**src/inc/safety_pkg.sv**
```systemverilog
package safety_pkg;

	////////////////////////////////////////////////////////////////////////////
	// Register offsets
	localparam logic [3:0] ADDR_SETTING  = 4'h0;
	localparam logic [3:0] ADDR_SUB      = 4'h1;
	localparam logic [3:0] ADDR_CONTROL  = 4'h2;
	localparam logic [3:0] ADDR_STATUS   = 4'h3;
	localparam logic [3:0] ADDR_TAG_BASE = 4'h4;
	localparam logic [3:0] ADDR_TAG_LAST = 4'hB;

	////////////////////////////////////////////////////////////////////////////
	// Field positions
	localparam int SET_START   = 0;
	localparam int SET_MASTER  = 1;
	localparam int SET_ABORT   = 2;
	localparam int SEL_LO      = 5;
	localparam int SEL_HI      = 9;
	localparam int SET_LEVEL   = 10;
	localparam int SUB_BUF     = 0;
	localparam int SUB_CRC     = 1;
	localparam int SUB_TAG     = 2;
	localparam int CTL_SELF    = 0;
	localparam int CTL_TAG_EN  = 1;
	localparam int ST_STG      = 0;
	localparam int ST_BE       = 1;
	localparam int ST_STB      = 2;
	localparam int ST_SLV      = 3;
	localparam int ST_XC       = 4;
	localparam int ST_BUSY     = 5;
	localparam int ST_DONE     = 6;
	localparam int ST_ABORT    = 7;
	localparam int ST_CH2      = 8;
	localparam int ST_MON      = 13;

	////////////////////////////////////////////////////////////////////////////
	// Codes and reset values
	localparam logic [4:0]  SEL_OUT1   = 5'h15;
	localparam logic [4:0]  SEL_OUT2   = 5'h16;
	localparam logic [15:0] EMPTY_CODE = 16'h01f0;
	localparam logic [15:0] ZERO_WORD  = 16'h0000;

	////////////////////////////////////////////////////////////////////////////
	// Timing
	localparam int CLK_MHZ   = 10;
	localparam int SETTLE_US = 512;
	localparam int SLAVE_US  = 512;
	localparam int DISCH_US  = 128;
	localparam int SETTLE_CYC = SETTLE_US * CLK_MHZ;
	localparam int SLAVE_CYC  = SLAVE_US * CLK_MHZ;
	localparam int DISCH_CYC  = DISCH_US * CLK_MHZ;
	localparam int CNT_W      = 13;
	localparam int MON_PERIOD = 1000;
	localparam int MON_PULSE  = 10;
	localparam int MON_W      = 10;

	typedef enum logic [1:0]
	{
		XS_IDLE   = 2'b00,
		XS_SLAVE  = 2'b01,
		XS_SETTLE = 2'b10,
		XS_DISCH  = 2'b11
	} xct_state_t;

endpackage

```
**src/logic/safety_self_test_unit.sv**
```systemverilog
module safety_self_test_unit #(
	parameter int SETTLE_CYCLES = safety_pkg::SETTLE_CYC,
	parameter int SLAVE_CYCLES  = safety_pkg::SLAVE_CYC
) (
	input  wire logic        clock,
	input  wire logic        reset_n,
	input  wire logic        reg_write,
	input  wire logic        reg_read,
	input  wire logic [3:0]  reg_addr,
	input  wire logic [15:0] reg_wdata,
	output logic      [15:0] reg_rdata,
	input  wire logic        rx_valid,
	input  wire logic        rx_ch,
	input  wire logic [1:0]  rx_slot,
	input  wire logic [15:0] rx_data,
	input  wire logic        data_read,
	input  wire logic        data_read_ch,
	output logic      [21:0] data_frame,
	input  wire logic [1:0]  line_undervoltage,
	input  wire logic [1:0]  battery_short,
	input  wire logic [1:0]  ground_short,
	input  wire logic        supply_undervoltage,
	input  wire logic        clock_error,
	input  wire logic        monitor_echo,
	input  wire logic        parity_fault,
	input  wire logic        clock_fault_reaction,
	input  wire logic [1:0]  sensor_line_on,
	input  wire logic [1:0]  line_on_cmd,
	input  wire logic        supply_off_cmd,
	input  wire logic [1:0]  dout_in,
	output logic      [1:0]  dout,
	output logic      [1:0]  line_on_req,
	output logic             supply_off_req,
	output logic      [1:0]  xct_line_enable,
	output logic      [1:0]  discharge_current,
	output logic      [1:0]  short_mask,
	output logic             force_crc_fault,
	output logic             force_tag_mismatch,
	output logic             monitor_stimulus,
	output logic             device_reset_req
);

	////////////////////////////////////////////////////////////////////////////
	// Pin synchronisers
	logic [8:0] sync_a;
	logic [8:0] sync_b;
	logic [1:0] uv_s;
	logic [1:0] stb_s;
	logic [1:0] stg_s;
	logic       vas_uv_s;
	logic       clk_err_s;
	logic       echo_s;

	always_ff @(posedge clock or negedge reset_n)
	begin
		if (!reset_n)
		begin
			sync_a <= '0;
			sync_b <= '0;
		end
		else
		begin
			sync_a <= {monitor_echo, clock_error, supply_undervoltage, ground_short, battery_short,
				line_undervoltage};
			sync_b <= sync_a;
		end
	end
	assign {echo_s, clk_err_s, vas_uv_s, stg_s, stb_s, uv_s} = sync_b;

	////////////////////////////////////////////////////////////////////////////
	// Registers
	logic [15:0] setting;
	logic [2:0]  sub_reg;
	logic [1:0]  control;
	logic [4:0]  slot_tag [0:7];
	logic        wr_set;
	logic        start_req;
	logic        abort_req;
	logic        status_rd;
	logic [15:0] status_word;

	function automatic logic tag_hit(input logic [3:0] addr);
		return addr >= safety_pkg::ADDR_TAG_BASE && addr <= safety_pkg::ADDR_TAG_LAST;
	endfunction

	function automatic logic [2:0] tag_index(input logic [3:0] addr);
		return 3'(addr - safety_pkg::ADDR_TAG_BASE);
	endfunction

	assign wr_set    = reg_write && reg_addr == safety_pkg::ADDR_SETTING;
	assign start_req = wr_set && reg_wdata[safety_pkg::SET_START];
	assign abort_req = wr_set && reg_wdata[safety_pkg::SET_ABORT];
	assign status_rd = reg_read && reg_addr == safety_pkg::ADDR_STATUS;

	always_ff @(posedge clock or negedge reset_n)
	begin
		if (!reset_n)
		begin
			setting <= '0;
			sub_reg <= '0;
			control <= '0;
			for (int i = 0; i < 8; i++)
				slot_tag[i] <= '0;
		end
		else if (reg_write)
		begin
			if (reg_addr == safety_pkg::ADDR_SETTING)
				setting <= reg_wdata & ~16'h0005;
			if (reg_addr == safety_pkg::ADDR_SUB)
				sub_reg <= reg_wdata[2:0];
			if (reg_addr == safety_pkg::ADDR_CONTROL)
				control <= reg_wdata[1:0];
			if (tag_hit(reg_addr))
				slot_tag[tag_index(reg_addr)] <= reg_wdata[4:0];
		end
	end

	always_ff @(posedge clock or negedge reset_n)
	begin
		if (!reset_n)
			reg_rdata <= '0;
		else if (reg_read)
		begin
			case (reg_addr)
				safety_pkg::ADDR_SETTING: reg_rdata <= setting;
				safety_pkg::ADDR_SUB:     reg_rdata <= {13'h0000, sub_reg};
				safety_pkg::ADDR_CONTROL: reg_rdata <= {14'h0000, control};
				safety_pkg::ADDR_STATUS:  reg_rdata <= status_word;
				default:
					reg_rdata <= tag_hit(reg_addr) ? {11'h000, slot_tag[tag_index(reg_addr)]} : '0;
			endcase
		end
	end

	assign force_crc_fault    = control[safety_pkg::CTL_SELF] & sub_reg[safety_pkg::SUB_CRC];
	assign force_tag_mismatch = control[safety_pkg::CTL_SELF] & sub_reg[safety_pkg::SUB_TAG];

	always_ff @(posedge clock or negedge reset_n)
	begin
		if (!reset_n)
			device_reset_req <= 1'b0;
		else
			device_reset_req <= clk_err_s & ~clock_fault_reaction;
	end

	////////////////////////////////////////////////////////////////////////////
	// Data buffers and empty check
	logic [20:0] buffer [0:1];
	logic [1:0]  check_pend;
	logic [1:0]  be_fault;
	logic        diag_bit;

	assign diag_bit = vas_uv_s | parity_fault;

	always_ff @(posedge clock or negedge reset_n)
	begin
		if (!reset_n)
		begin
			buffer[0]  <= {5'h00, safety_pkg::EMPTY_CODE};
			buffer[1]  <= {5'h00, safety_pkg::EMPTY_CODE};
			data_frame <= '0;
			check_pend <= '0;
		end
		else
		begin
			check_pend <= '0;
			if (rx_valid)
				buffer[rx_ch] <= {slot_tag[{rx_ch, rx_slot}], rx_data};
			if (data_read)
			begin
				data_frame <= control[safety_pkg::CTL_TAG_EN]
					? {diag_bit, buffer[data_read_ch]}
					: {6'h00, buffer[data_read_ch][15:0]};
				if (!sub_reg[safety_pkg::SUB_BUF])
					buffer[data_read_ch] <= {5'h00, safety_pkg::EMPTY_CODE};
				check_pend[data_read_ch] <= 1'b1;
			end
		end
	end

	always_ff @(posedge clock or negedge reset_n)
	begin
		if (!reset_n)
			be_fault <= '0;
		else
			for (int c = 0; c < 2; c++)
				be_fault[c] <= (be_fault[c] & ~status_rd)
					| (check_pend[c] & buffer[c][15:0] != safety_pkg::EMPTY_CODE);
	end

	////////////////////////////////////////////////////////////////////////////
	// Data output test mode
	logic [1:0] test_sel;

	assign test_sel[0] = setting[safety_pkg::SEL_HI:safety_pkg::SEL_LO] == safety_pkg::SEL_OUT1;
	assign test_sel[1] = setting[safety_pkg::SEL_HI:safety_pkg::SEL_LO] == safety_pkg::SEL_OUT2;

	always_ff @(posedge clock or negedge reset_n)
	begin
		if (!reset_n)
			dout <= '0;
		else
			for (int c = 0; c < 2; c++)
				dout[c] <= test_sel[c] ? setting[safety_pkg::SET_LEVEL] : dout_in[c];
	end

	////////////////////////////////////////////////////////////////////////////
	// Run-time monitor check
	localparam int MON_W_L = safety_pkg::MON_W;
	logic [MON_W_L-1:0] mon_cnt;
	logic               mon_fault;

	always_ff @(posedge clock or negedge reset_n)
	begin
		if (!reset_n)
			mon_cnt <= '0;
		else
			mon_cnt <= (mon_cnt == MON_W_L'(safety_pkg::MON_PERIOD - 1)) ? '0 : mon_cnt + 1'b1;
	end
	assign monitor_stimulus = mon_cnt < MON_W_L'(safety_pkg::MON_PULSE);

	always_ff @(posedge clock or negedge reset_n)
	begin
		if (!reset_n)
			mon_fault <= 1'b0;
		else
			mon_fault <= (mon_fault & ~status_rd)
				| (mon_cnt == MON_W_L'(safety_pkg::MON_PULSE - 1) & ~echo_s);
	end

	////////////////////////////////////////////////////////////////////////////
	// Cross-coupling sequencer
	safety_pkg::xct_state_t state;
	logic [safety_pkg::CNT_W-1:0] cnt;
	logic [1:0] phase;
	logic [1:0] excluded;
	logic       master;
	logic       ch;
	logic       settle_end;
	logic       disch_end;
	logic       slave_end;
	logic       last_phase;
	logic       busy;

	assign busy       = state != safety_pkg::XS_IDLE;
	assign ch         = phase[0];
	assign settle_end = state == safety_pkg::XS_SETTLE && cnt == safety_pkg::CNT_W'(SETTLE_CYCLES - 1) && !abort_req;
	assign disch_end  = state == safety_pkg::XS_DISCH
		&& cnt == safety_pkg::CNT_W'(safety_pkg::DISCH_CYC - 1) && !abort_req;
	assign slave_end  = state == safety_pkg::XS_SLAVE && cnt == safety_pkg::CNT_W'(SLAVE_CYCLES - 1) && !abort_req;
	assign last_phase = phase == 2'd3 || (phase == 2'd2 && excluded[1]) || (phase == 2'd1 && &excluded);

	always_ff @(posedge clock or negedge reset_n)
	begin
		if (!reset_n)
		begin
			state    <= safety_pkg::XS_IDLE;
			cnt      <= '0;
			phase    <= '0;
			excluded <= '0;
			master   <= 1'b0;
		end
		else
		begin
			cnt <= cnt + 1'b1;
			case (state)
				safety_pkg::XS_IDLE:
				begin
					cnt      <= '0;
					phase    <= '0;
					excluded <= '0;
					master   <= reg_wdata[safety_pkg::SET_MASTER];
					if (start_req && sensor_line_on == 2'b00)
						state <= reg_wdata[safety_pkg::SET_MASTER] ? safety_pkg::XS_SETTLE : safety_pkg::XS_SLAVE;
				end
				safety_pkg::XS_SLAVE:
					if (slave_end || abort_req)
						state <= safety_pkg::XS_IDLE;
				safety_pkg::XS_SETTLE:
					if (abort_req)
						state <= safety_pkg::XS_IDLE;
					else if (settle_end)
					begin
						cnt   <= '0;
						state <= safety_pkg::XS_DISCH;
						if (!phase[1] && stb_s[ch])
							excluded[ch] <= 1'b1;
					end
				safety_pkg::XS_DISCH:
					if (abort_req)
						state <= safety_pkg::XS_IDLE;
					else if (disch_end)
					begin
						cnt   <= '0;
						state <= last_phase ? safety_pkg::XS_IDLE : safety_pkg::XS_SETTLE;
						phase <= (phase == 2'd1 && excluded[0]) ? 2'd3 : phase + 2'd1;
					end
				default:
					state <= safety_pkg::XS_IDLE;
			endcase
		end
	end

	assign xct_line_enable   = (state == safety_pkg::XS_SETTLE) ? (ch ? 2'b10 : 2'b01) : 2'b00;
	assign short_mask        = xct_line_enable;
	assign discharge_current = (state == safety_pkg::XS_SLAVE) ? 2'b11
		: (state == safety_pkg::XS_DISCH) ? (ch ? 2'b10 : 2'b01) : 2'b00;
	assign line_on_req       = busy ? 2'b00 : line_on_cmd;
	assign supply_off_req    = supply_off_cmd & ~busy;

	////////////////////////////////////////////////////////////////////////////
	// Test results
	logic       done;
	logic       aborted;
	logic       held;
	logic [1:0] stb_res;
	logic [1:0] stg_res;
	logic [1:0] slv_fail;
	logic [1:0] xc_res;
	logic       clr;
	logic       m_done;

	assign clr    = status_rd | start_req;
	assign m_done = disch_end & last_phase;

	always_ff @(posedge clock or negedge reset_n)
	begin
		if (!reset_n)
		begin
			{done, aborted, held, stb_res, stg_res, slv_fail, xc_res} <= '0;
		end
		else
		begin
			done     <= (done & ~clr) | slave_end | m_done;
			aborted  <= (aborted & ~clr) | (abort_req & master & busy);
			held     <= (held & ~clr) | m_done;
			slv_fail <= (slv_fail & {2{~clr}}) | ({2{slave_end}} & ~uv_s);
			for (int c = 0; c < 2; c++)
			begin
				stb_res[c] <= (stb_res[c] & ~clr) | (settle_end & !phase[1] & ch == c[0] & stb_s[c]);
				stg_res[c] <= (stg_res[c] & ~clr) | (settle_end & phase[1] & ch == c[0] & uv_s[c]);
				xc_res[c]  <= (xc_res[c] & ~clr) | (settle_end & phase[1] & ch != c[0] & ~uv_s[c]);
			end
		end
	end

	always_comb
	begin
		status_word = '0;
		for (int c = 0; c < 2; c++)
		begin
			status_word[safety_pkg::ST_STG + 8 * c] = held ? stg_res[c] : stg_s[c];
			status_word[safety_pkg::ST_BE + 8 * c]  = be_fault[c];
			status_word[safety_pkg::ST_STB + 8 * c] = stb_res[c];
			status_word[safety_pkg::ST_SLV + 8 * c] = slv_fail[c];
			status_word[safety_pkg::ST_XC + 8 * c]  = xc_res[c];
		end
		status_word[safety_pkg::ST_BUSY]  = busy;
		status_word[safety_pkg::ST_DONE]  = done;
		status_word[safety_pkg::ST_ABORT] = aborted;
		status_word[safety_pkg::ST_MON]   = mon_fault;
	end
endmodule

```
**config.mk**
```make
export PLATFORM = sky130hd
export DESIGN_NAME = safety_self_test_unit
export DESIGN_NICKNAME = d
export VERILOG_FILES = /design/src/inc/safety_pkg.sv /design/src/logic/safety_self_test_unit.sv
export SDC_FILE = /design/constraint.sdc
export NUM_CORES = 1
export LEC_CHECK = 0
export BUFFER_PORTS_ARGS = -buffer_cell sky130_fd_sc_hd__buf_2
export CORE_ASPECT_RATIO = 2
export CORE_UTILIZATION = 30
export CTS_CLUSTER_SIZE = 20
export DETAILED_ROUTE_END_ITERATION = 8
export PLACE_DENSITY_LB_ADDON = 0.12
export SLEW_MARGIN = 5
export SYNTH_ARGS = -nofsm -noshare
export SYNTH_HDL_FRONTEND = slang
export SYNTH_SLANG_ARGS = --single-unit
export TNS_END_PERCENT = 5
```
**constraint.sdc**
```tcl
create_clock -name clock -period 1.9 [get_ports clock]
set_input_delay 0.475 -clock clock [delete_from_list [all_inputs] [get_ports clock]]
set_output_delay 0.475 -clock clock [all_outputs]
set_load 0.03 [all_outputs]
```
## Word-level counts from Yosys, hierarchy flattened

Index checks and enable logic that the tools add are counted.
W data, S select, Z words.

- Flip-flop bits (word level): 206
- Output and inout port bits: 53

- $add $sub $neg: 4
- Magnitude comparators: 14
- Eq/ne operators: 26
- Mux-type cells: 62
- Bitwise gates (word level): 69
- Reduce and logical (&&, ||, !) cells: 40

Operators by type and width:

| operator | count |
|---|---|
| $mux W42 | 3 |
| $mux W21 | 5 |
| $pmux W16 S4 | 1 |
| $mux W13 | 4 |
| $bwmux W42 | 1 |
| $demux W21 S1 | 2 |
| $bwmux W40 | 1 |
| $mux W2 | 20 |
| $pmux W13 S3 | 1 |
| $and A1 B1 Y1 | 34 |
| $and A32 B32 Y32 | 1 |
| $ne A16 B9 Y1 const B | 2 |
| $not A32 Y32 | 1 |
| $bmux W5 S3 | 2 |
| $mux W5 | 6 |
| $mux W22 | 1 |
| $logic_and A1 B1 Y1 | 21 |
| $demux W5 S3 | 1 |
| $or A1 B1 Y1 | 15 |
| $add A13 B1 Y13 const B | 1 |
| $eq A13 B11 Y1 const B | 1 |
| $eq A13 B13 Y1 const B | 1 |
| $add A10 B1 Y10 const B | 1 |
| $eq A10 B10 Y1 const B | 1 |
| other kinds (40) | 88 |

## Longest topological paths before layout

- Depth in word-level cells: 10
- Gate-level depth with buffers: 9

## Worst setup path after synthesis

OpenSTA, ideal clock, no wires.

- Kind: in2reg
- Start point: input port reg_addr[2]
- End point: register cnt[10] (netlist name)
- Library setup time: 0.137 ns
- Data arrival time: 2.053 ns
- Slack: -0.289 ns
- Cell stages on the path: 9
- Buffers on the path: 3
- Cells stage by stage: inv_2 ha_1 buf_2 and4bb_1 buf_6 a2111oi_4 a21o_2 buf_6 a21oi_1

- Word-level cells in the longest chain between the ends: 8

Ends and longest elaborated chain:

| item | RTL line | source |
|---|---|---|
| start, declared | safety_self_test_unit.sv:9 | `input wire logic [3:0] reg_addr,` |
| $logic_not A4 Y1 (*) | safety_self_test_unit.sv:90 | `assign wr_set = reg_write && reg_addr == safety_pkg::ADDR_SETTING;` |
| $logic_and A1 B1 Y1 (*) | safety_self_test_unit.sv:90 |  |
| $logic_and A1 B1 Y1 (*) | safety_self_test_unit.sv:92 | `assign abort_req = wr_set && reg_wdata[safety_pkg::SET_ABORT];` |
| $logic_not A1 Y1 | safety_self_test_unit.sv:247, safety_self_test_unit.sv:249 |  |
| $logic_and A1 B1 Y1 (on tied branches) | safety_self_test_unit.sv:249, safety_self_test_unit.sv:247 |  |
| $mux W13 (on tied branches) | safety_self_test_unit.sv:292, safety_self_test_unit.sv:282 |  |
| $mux W13 (on tied branches) | safety_self_test_unit.sv:290, safety_self_test_unit.sv:280 |  |
| $pmux W13 S3 (*) | safety_self_test_unit.sv:266 | `case (state)` |
| end signal, assigned | safety_self_test_unit.sv:265 | `cnt <= cnt + 1'b1;` |
| end, declared | safety_self_test_unit.sv:234 | `logic [safety_pkg::CNT_W-1:0] cnt;` |

Mark *: on every way between the ends. The rest lies on a longest branch, timed or not.
A chain may end at the register's enable or synchronous reset.

## Worst setup path in the final report

- Start point: register mon_cnt[5]
- End point: output port monitor_stimulus

- Word-level cells in the longest chain between the ends: 1

Ends and longest elaborated chain:

| item | RTL line | source |
|---|---|---|
| start, declared | safety_self_test_unit.sv:210 | `logic [MON_W_L-1:0] mon_cnt;` |
| start signal, assigned | safety_self_test_unit.sv:218 | `mon_cnt <= (mon_cnt == MON_W_L'(safety_pkg::MON_PERIOD - 1)) ? '0 : mon_cnt + 1'b1;` |
| $lt A10 B4 Y1 | safety_self_test_unit.sv:220 | `assign monitor_stimulus = mon_cnt < MON_W_L'(safety_pkg::MON_PULSE);` |
| end, declared | safety_self_test_unit.sv:39 | `output logic monitor_stimulus,` |

Every way passes these cells.

==> qor.yml <==
rows: 91
first_iter_violations: 335
ant_nets: 0
antenna_found_initial: 0
die_w_um: 127
cp.arrival_ns: 1.60
path_clk_slew_ns: 0.06
hold_violations: 0
synth.cell_area_mm2: 0.00939
maxCapViolations: 0
async_flop_share: 1.00
die_area_mm2: 0.0320
ys_warn_count: 0
grt_first_pass_wirelength_um: 42400
top_regs: "buffer (42), slot_tag (40), data_frame (22)"
ys_ff_latch: 206
largest_register_ffs: 42
wire_per_inst_um: 18.7
multi_input_area_mm2: 0.00401
worstSetupStartpointType: "register"
area_growth_pct: 26.9
clk_latency_ns: 0.51
critPathMaxFanout: 2
n_antenna_cell: 0
synthTopCellsByArea: "dfrtp_1 52%, mux2_2 6.7%, nand2_1 5.3%"
relSlewSlack: 0.445
fill_cells: 3070
core-area_mm2: 0.0309
viasPerCell: 4.80
setup_viol: 8
pwr-share-comb: 0.191
critPathRequiredTime_ns: 1.42
holdCritPathClass: "in2reg"
largest_register: "buffer"
grt_overflow: 0
min_delay_path_depth: 1
synth_cell_types: 59
synthFlopType: "dfrtp_1"
detailed_place_hpwl_um: 19800
fin_crit_sh: 1.09
syn-num-nets: 910
holdWs_ns: 0.0699
power_frac_clock: 0.364
fin_crit_ns: 2.08
yosysSeqAreaShare: 0.551
ir_drop_v: 0.000692
internal-power_w: 0.00895
p_leak_nw: 5.39
p_total_w: 0.0124
worst_clock_skew_ns: 0.00674
nets: 1081
critical_path_class: "reg2out"
synth_top_cell_by_area: "dfrtp_1"
fmax_mhz: 481
cts_inserted_buffers: 21
status: "complete, but fails checks"
htreeDepth: 1
power.density_mw_per_mm2: 1040
reg2reg_depth: 6
cts.sinks: 206
dpl_worst_slack_ns: -0.349
rsz0062_at_grt: "yes"
cp-end-kind: "primary output"
regArea_mm2: 0.00517
fin_ws_ns: -0.179
worst_pin_slew_ns: 0.832
root_buffer: "clkbuf_16"
grt_pass1_vias: 7420
violations: "negative setup slack"
slew_violations: 0
die_y_um: 252
synth_cells: 839
grt_max_degree: 51
synth_top_area_share: 0.523
synth-edff-count: 0
layout-drive-gt1-share: 0.339
io_buffer_count: 116
io_pins: 117
start_util: 0.304
p_sw_frac: 0.280
p_sw_w: 0.00349
place.gp.congestion: 0.774
track_usage: 0.174
drtPass1Iterations: 5
cts_buffer_depth: 3
drcViolationCount: 0
avgSynthCellArea_um2: 11.2
vias: 6929
cts_tree: "done"
seqPwrFrac: 0.445
drt-total-wl_um: 26900
==> cell usage after synthesis, types with 2 or more instances <==
| cell | count |
|---|---|
| buf_4 | 3 |
| dfstp_2 | 10 |
| buf_1 | 2 |
| nor3_1 | 11 |
| a21oi_1 | 68 |
| mux2_2 | 56 |
| clkbuf_1 | 31 |
| o22ai_1 | 14 |
| o221ai_1 | 2 |
| and4b_1 | 3 |
| xnor2_1 | 9 |
| nor4_1 | 6 |
| buf_6 | 2 |
| a221oi_1 | 2 |
| nor2b_1 | 10 |
| nor3b_1 | 4 |
| and4_1 | 2 |
| a211o_1 | 2 |
| ha_1 | 7 |
| mux4_2 | 21 |
| mux2i_1 | 27 |
| o21ai_0 | 17 |
| and2_1 | 11 |
| a21o_1 | 2 |
| nand2b_1 | 7 |
| xor2_1 | 8 |
| a22o_1 | 5 |
| nor2_1 | 41 |
| nand2_1 | 132 |
| and3b_1 | 2 |
| nand3_1 | 23 |
| a32o_1 | 9 |
| a211oi_1 | 4 |
| nand3b_1 | 4 |
| inv_1 | 27 |
| buf_2 | 9 |
| and3_1 | 6 |
| nor4b_1 | 4 |
| a22oi_1 | 11 |
| dfrtp_1 | 196 |
| nand4_1 | 11 |
==> what timing repair did <==
item	in CTS	in global routing
gates resized for setup	27	9
endpoints found under the hold margin	34	0
setup endpoints to repair	14	10
pin swaps	3	2
buffers inserted	3	1
hold buffers	1	0
==> per-layer routing <==
metal / vias up / track usage / routed length, µm
li1: 3316 / - / -
met1: 3440 / 0.182 / 9680
met2: 132 / 0.347 / 15600
met3: 41 / 0.0197 / 882
met4: 0 / 0.0633 / 799
met5: - / 0 / 0
==> worst paths after layout <==
kind	start	to	slack (ns)
max	mon_cnt[5]	monitor_stimulus	-0.18
min	battery_short[0]	sync_a[2]	0.07
max reg2reg	cnt[1]	phase[0]	0.10
min reg2reg	sync_a[3]	sync_b[3]	0.35
max in group asynchronous	reset_n	buffer[5]	0.78
min in group asynchronous	reset_n	sync_a[0]	0.46
==> critical path, cell delays in order (launching register included) <==
cell,delay [ns]
dfrtp_1,0.43
nor4_4,0.32
and3_4,0.23
buf_6,0.12
==> layout make-up <==
class | instances | area share
Tap cell | 418 | 0.0439
Inverter | 29 | 0.0106
Timing Repair Buffer | 195 | 0.112
Sequential cell | 206 | 0.434
Clock buffer | 29 | 0.0500
Clock inverter | 9 | 0.0125
Multi-Input combinational cell | 557 | 0.337
==> through the flow <==
step                TNS [ns]  instance area, µm²  instances  utilization
floorplan              -1.99                9460        839            -
global placement       -8.30               11000       1400        0.357
detailed placement     -8.70               11000       1400        0.357
CTS                   -0.847               11900       1442        0.385
global route           -1.18               11900       1443        0.386
finish                -0.618               11900       1443        0.386
==> layout by cell type, fill, tap and decap left out, types with 5 or more instances in the layout <==
cell type	instances
mux2i_1	27
buf_2	105
buf_12	8
o21ai_0	16
dfrtp_1	194
nand3_1	23
mux2_2	56
xnor2_1	9
nor3_1	11
nor2_1	38
inv_1	25
a22o_1	5
mux4_2	21
and2_1	11
a21oi_1	56
nand2_1	132
a21oi_2	12
xor2_1	8
and3_1	5
a22oi_1	11
nor2b_1	10
a32o_1	9
clkbuf_8	5
o22ai_1	14
nand2b_1	6
clkbuf_16	21
buf_6	8
nand4_1	11
dfstp_2	10
ha_1	6
buf_4	72
==> cells by family (layout without fill, tap and decap cells) <==
group,count (synthesis),in the layout,synth area share
and+or+nand+nor,286,286,0.147
DFF,206,206,0.551
AOI/OAI and AO/OA,143,143,0.0961
muxes,104,104,0.146
buffers and inverters,76,262,0.0344
xor gates and xnor gates,17,17,0.0159
adders and majority gates,7,7,0.00933
==> power groups by stage <==
stage          sequential [W]  combinational (W)  clock [W]
2_1_floorplan         0.00565            0.00132          0
3_3_place_gp          0.00561            0.00235          0
3_5_place_dp          0.00563            0.00237          0
4_1_cts               0.00555            0.00240    0.00469
5_1_grt               0.00563            0.00261    0.00483
6_report              0.00554            0.00237    0.00452
Power figures use the tool's default switching activity.
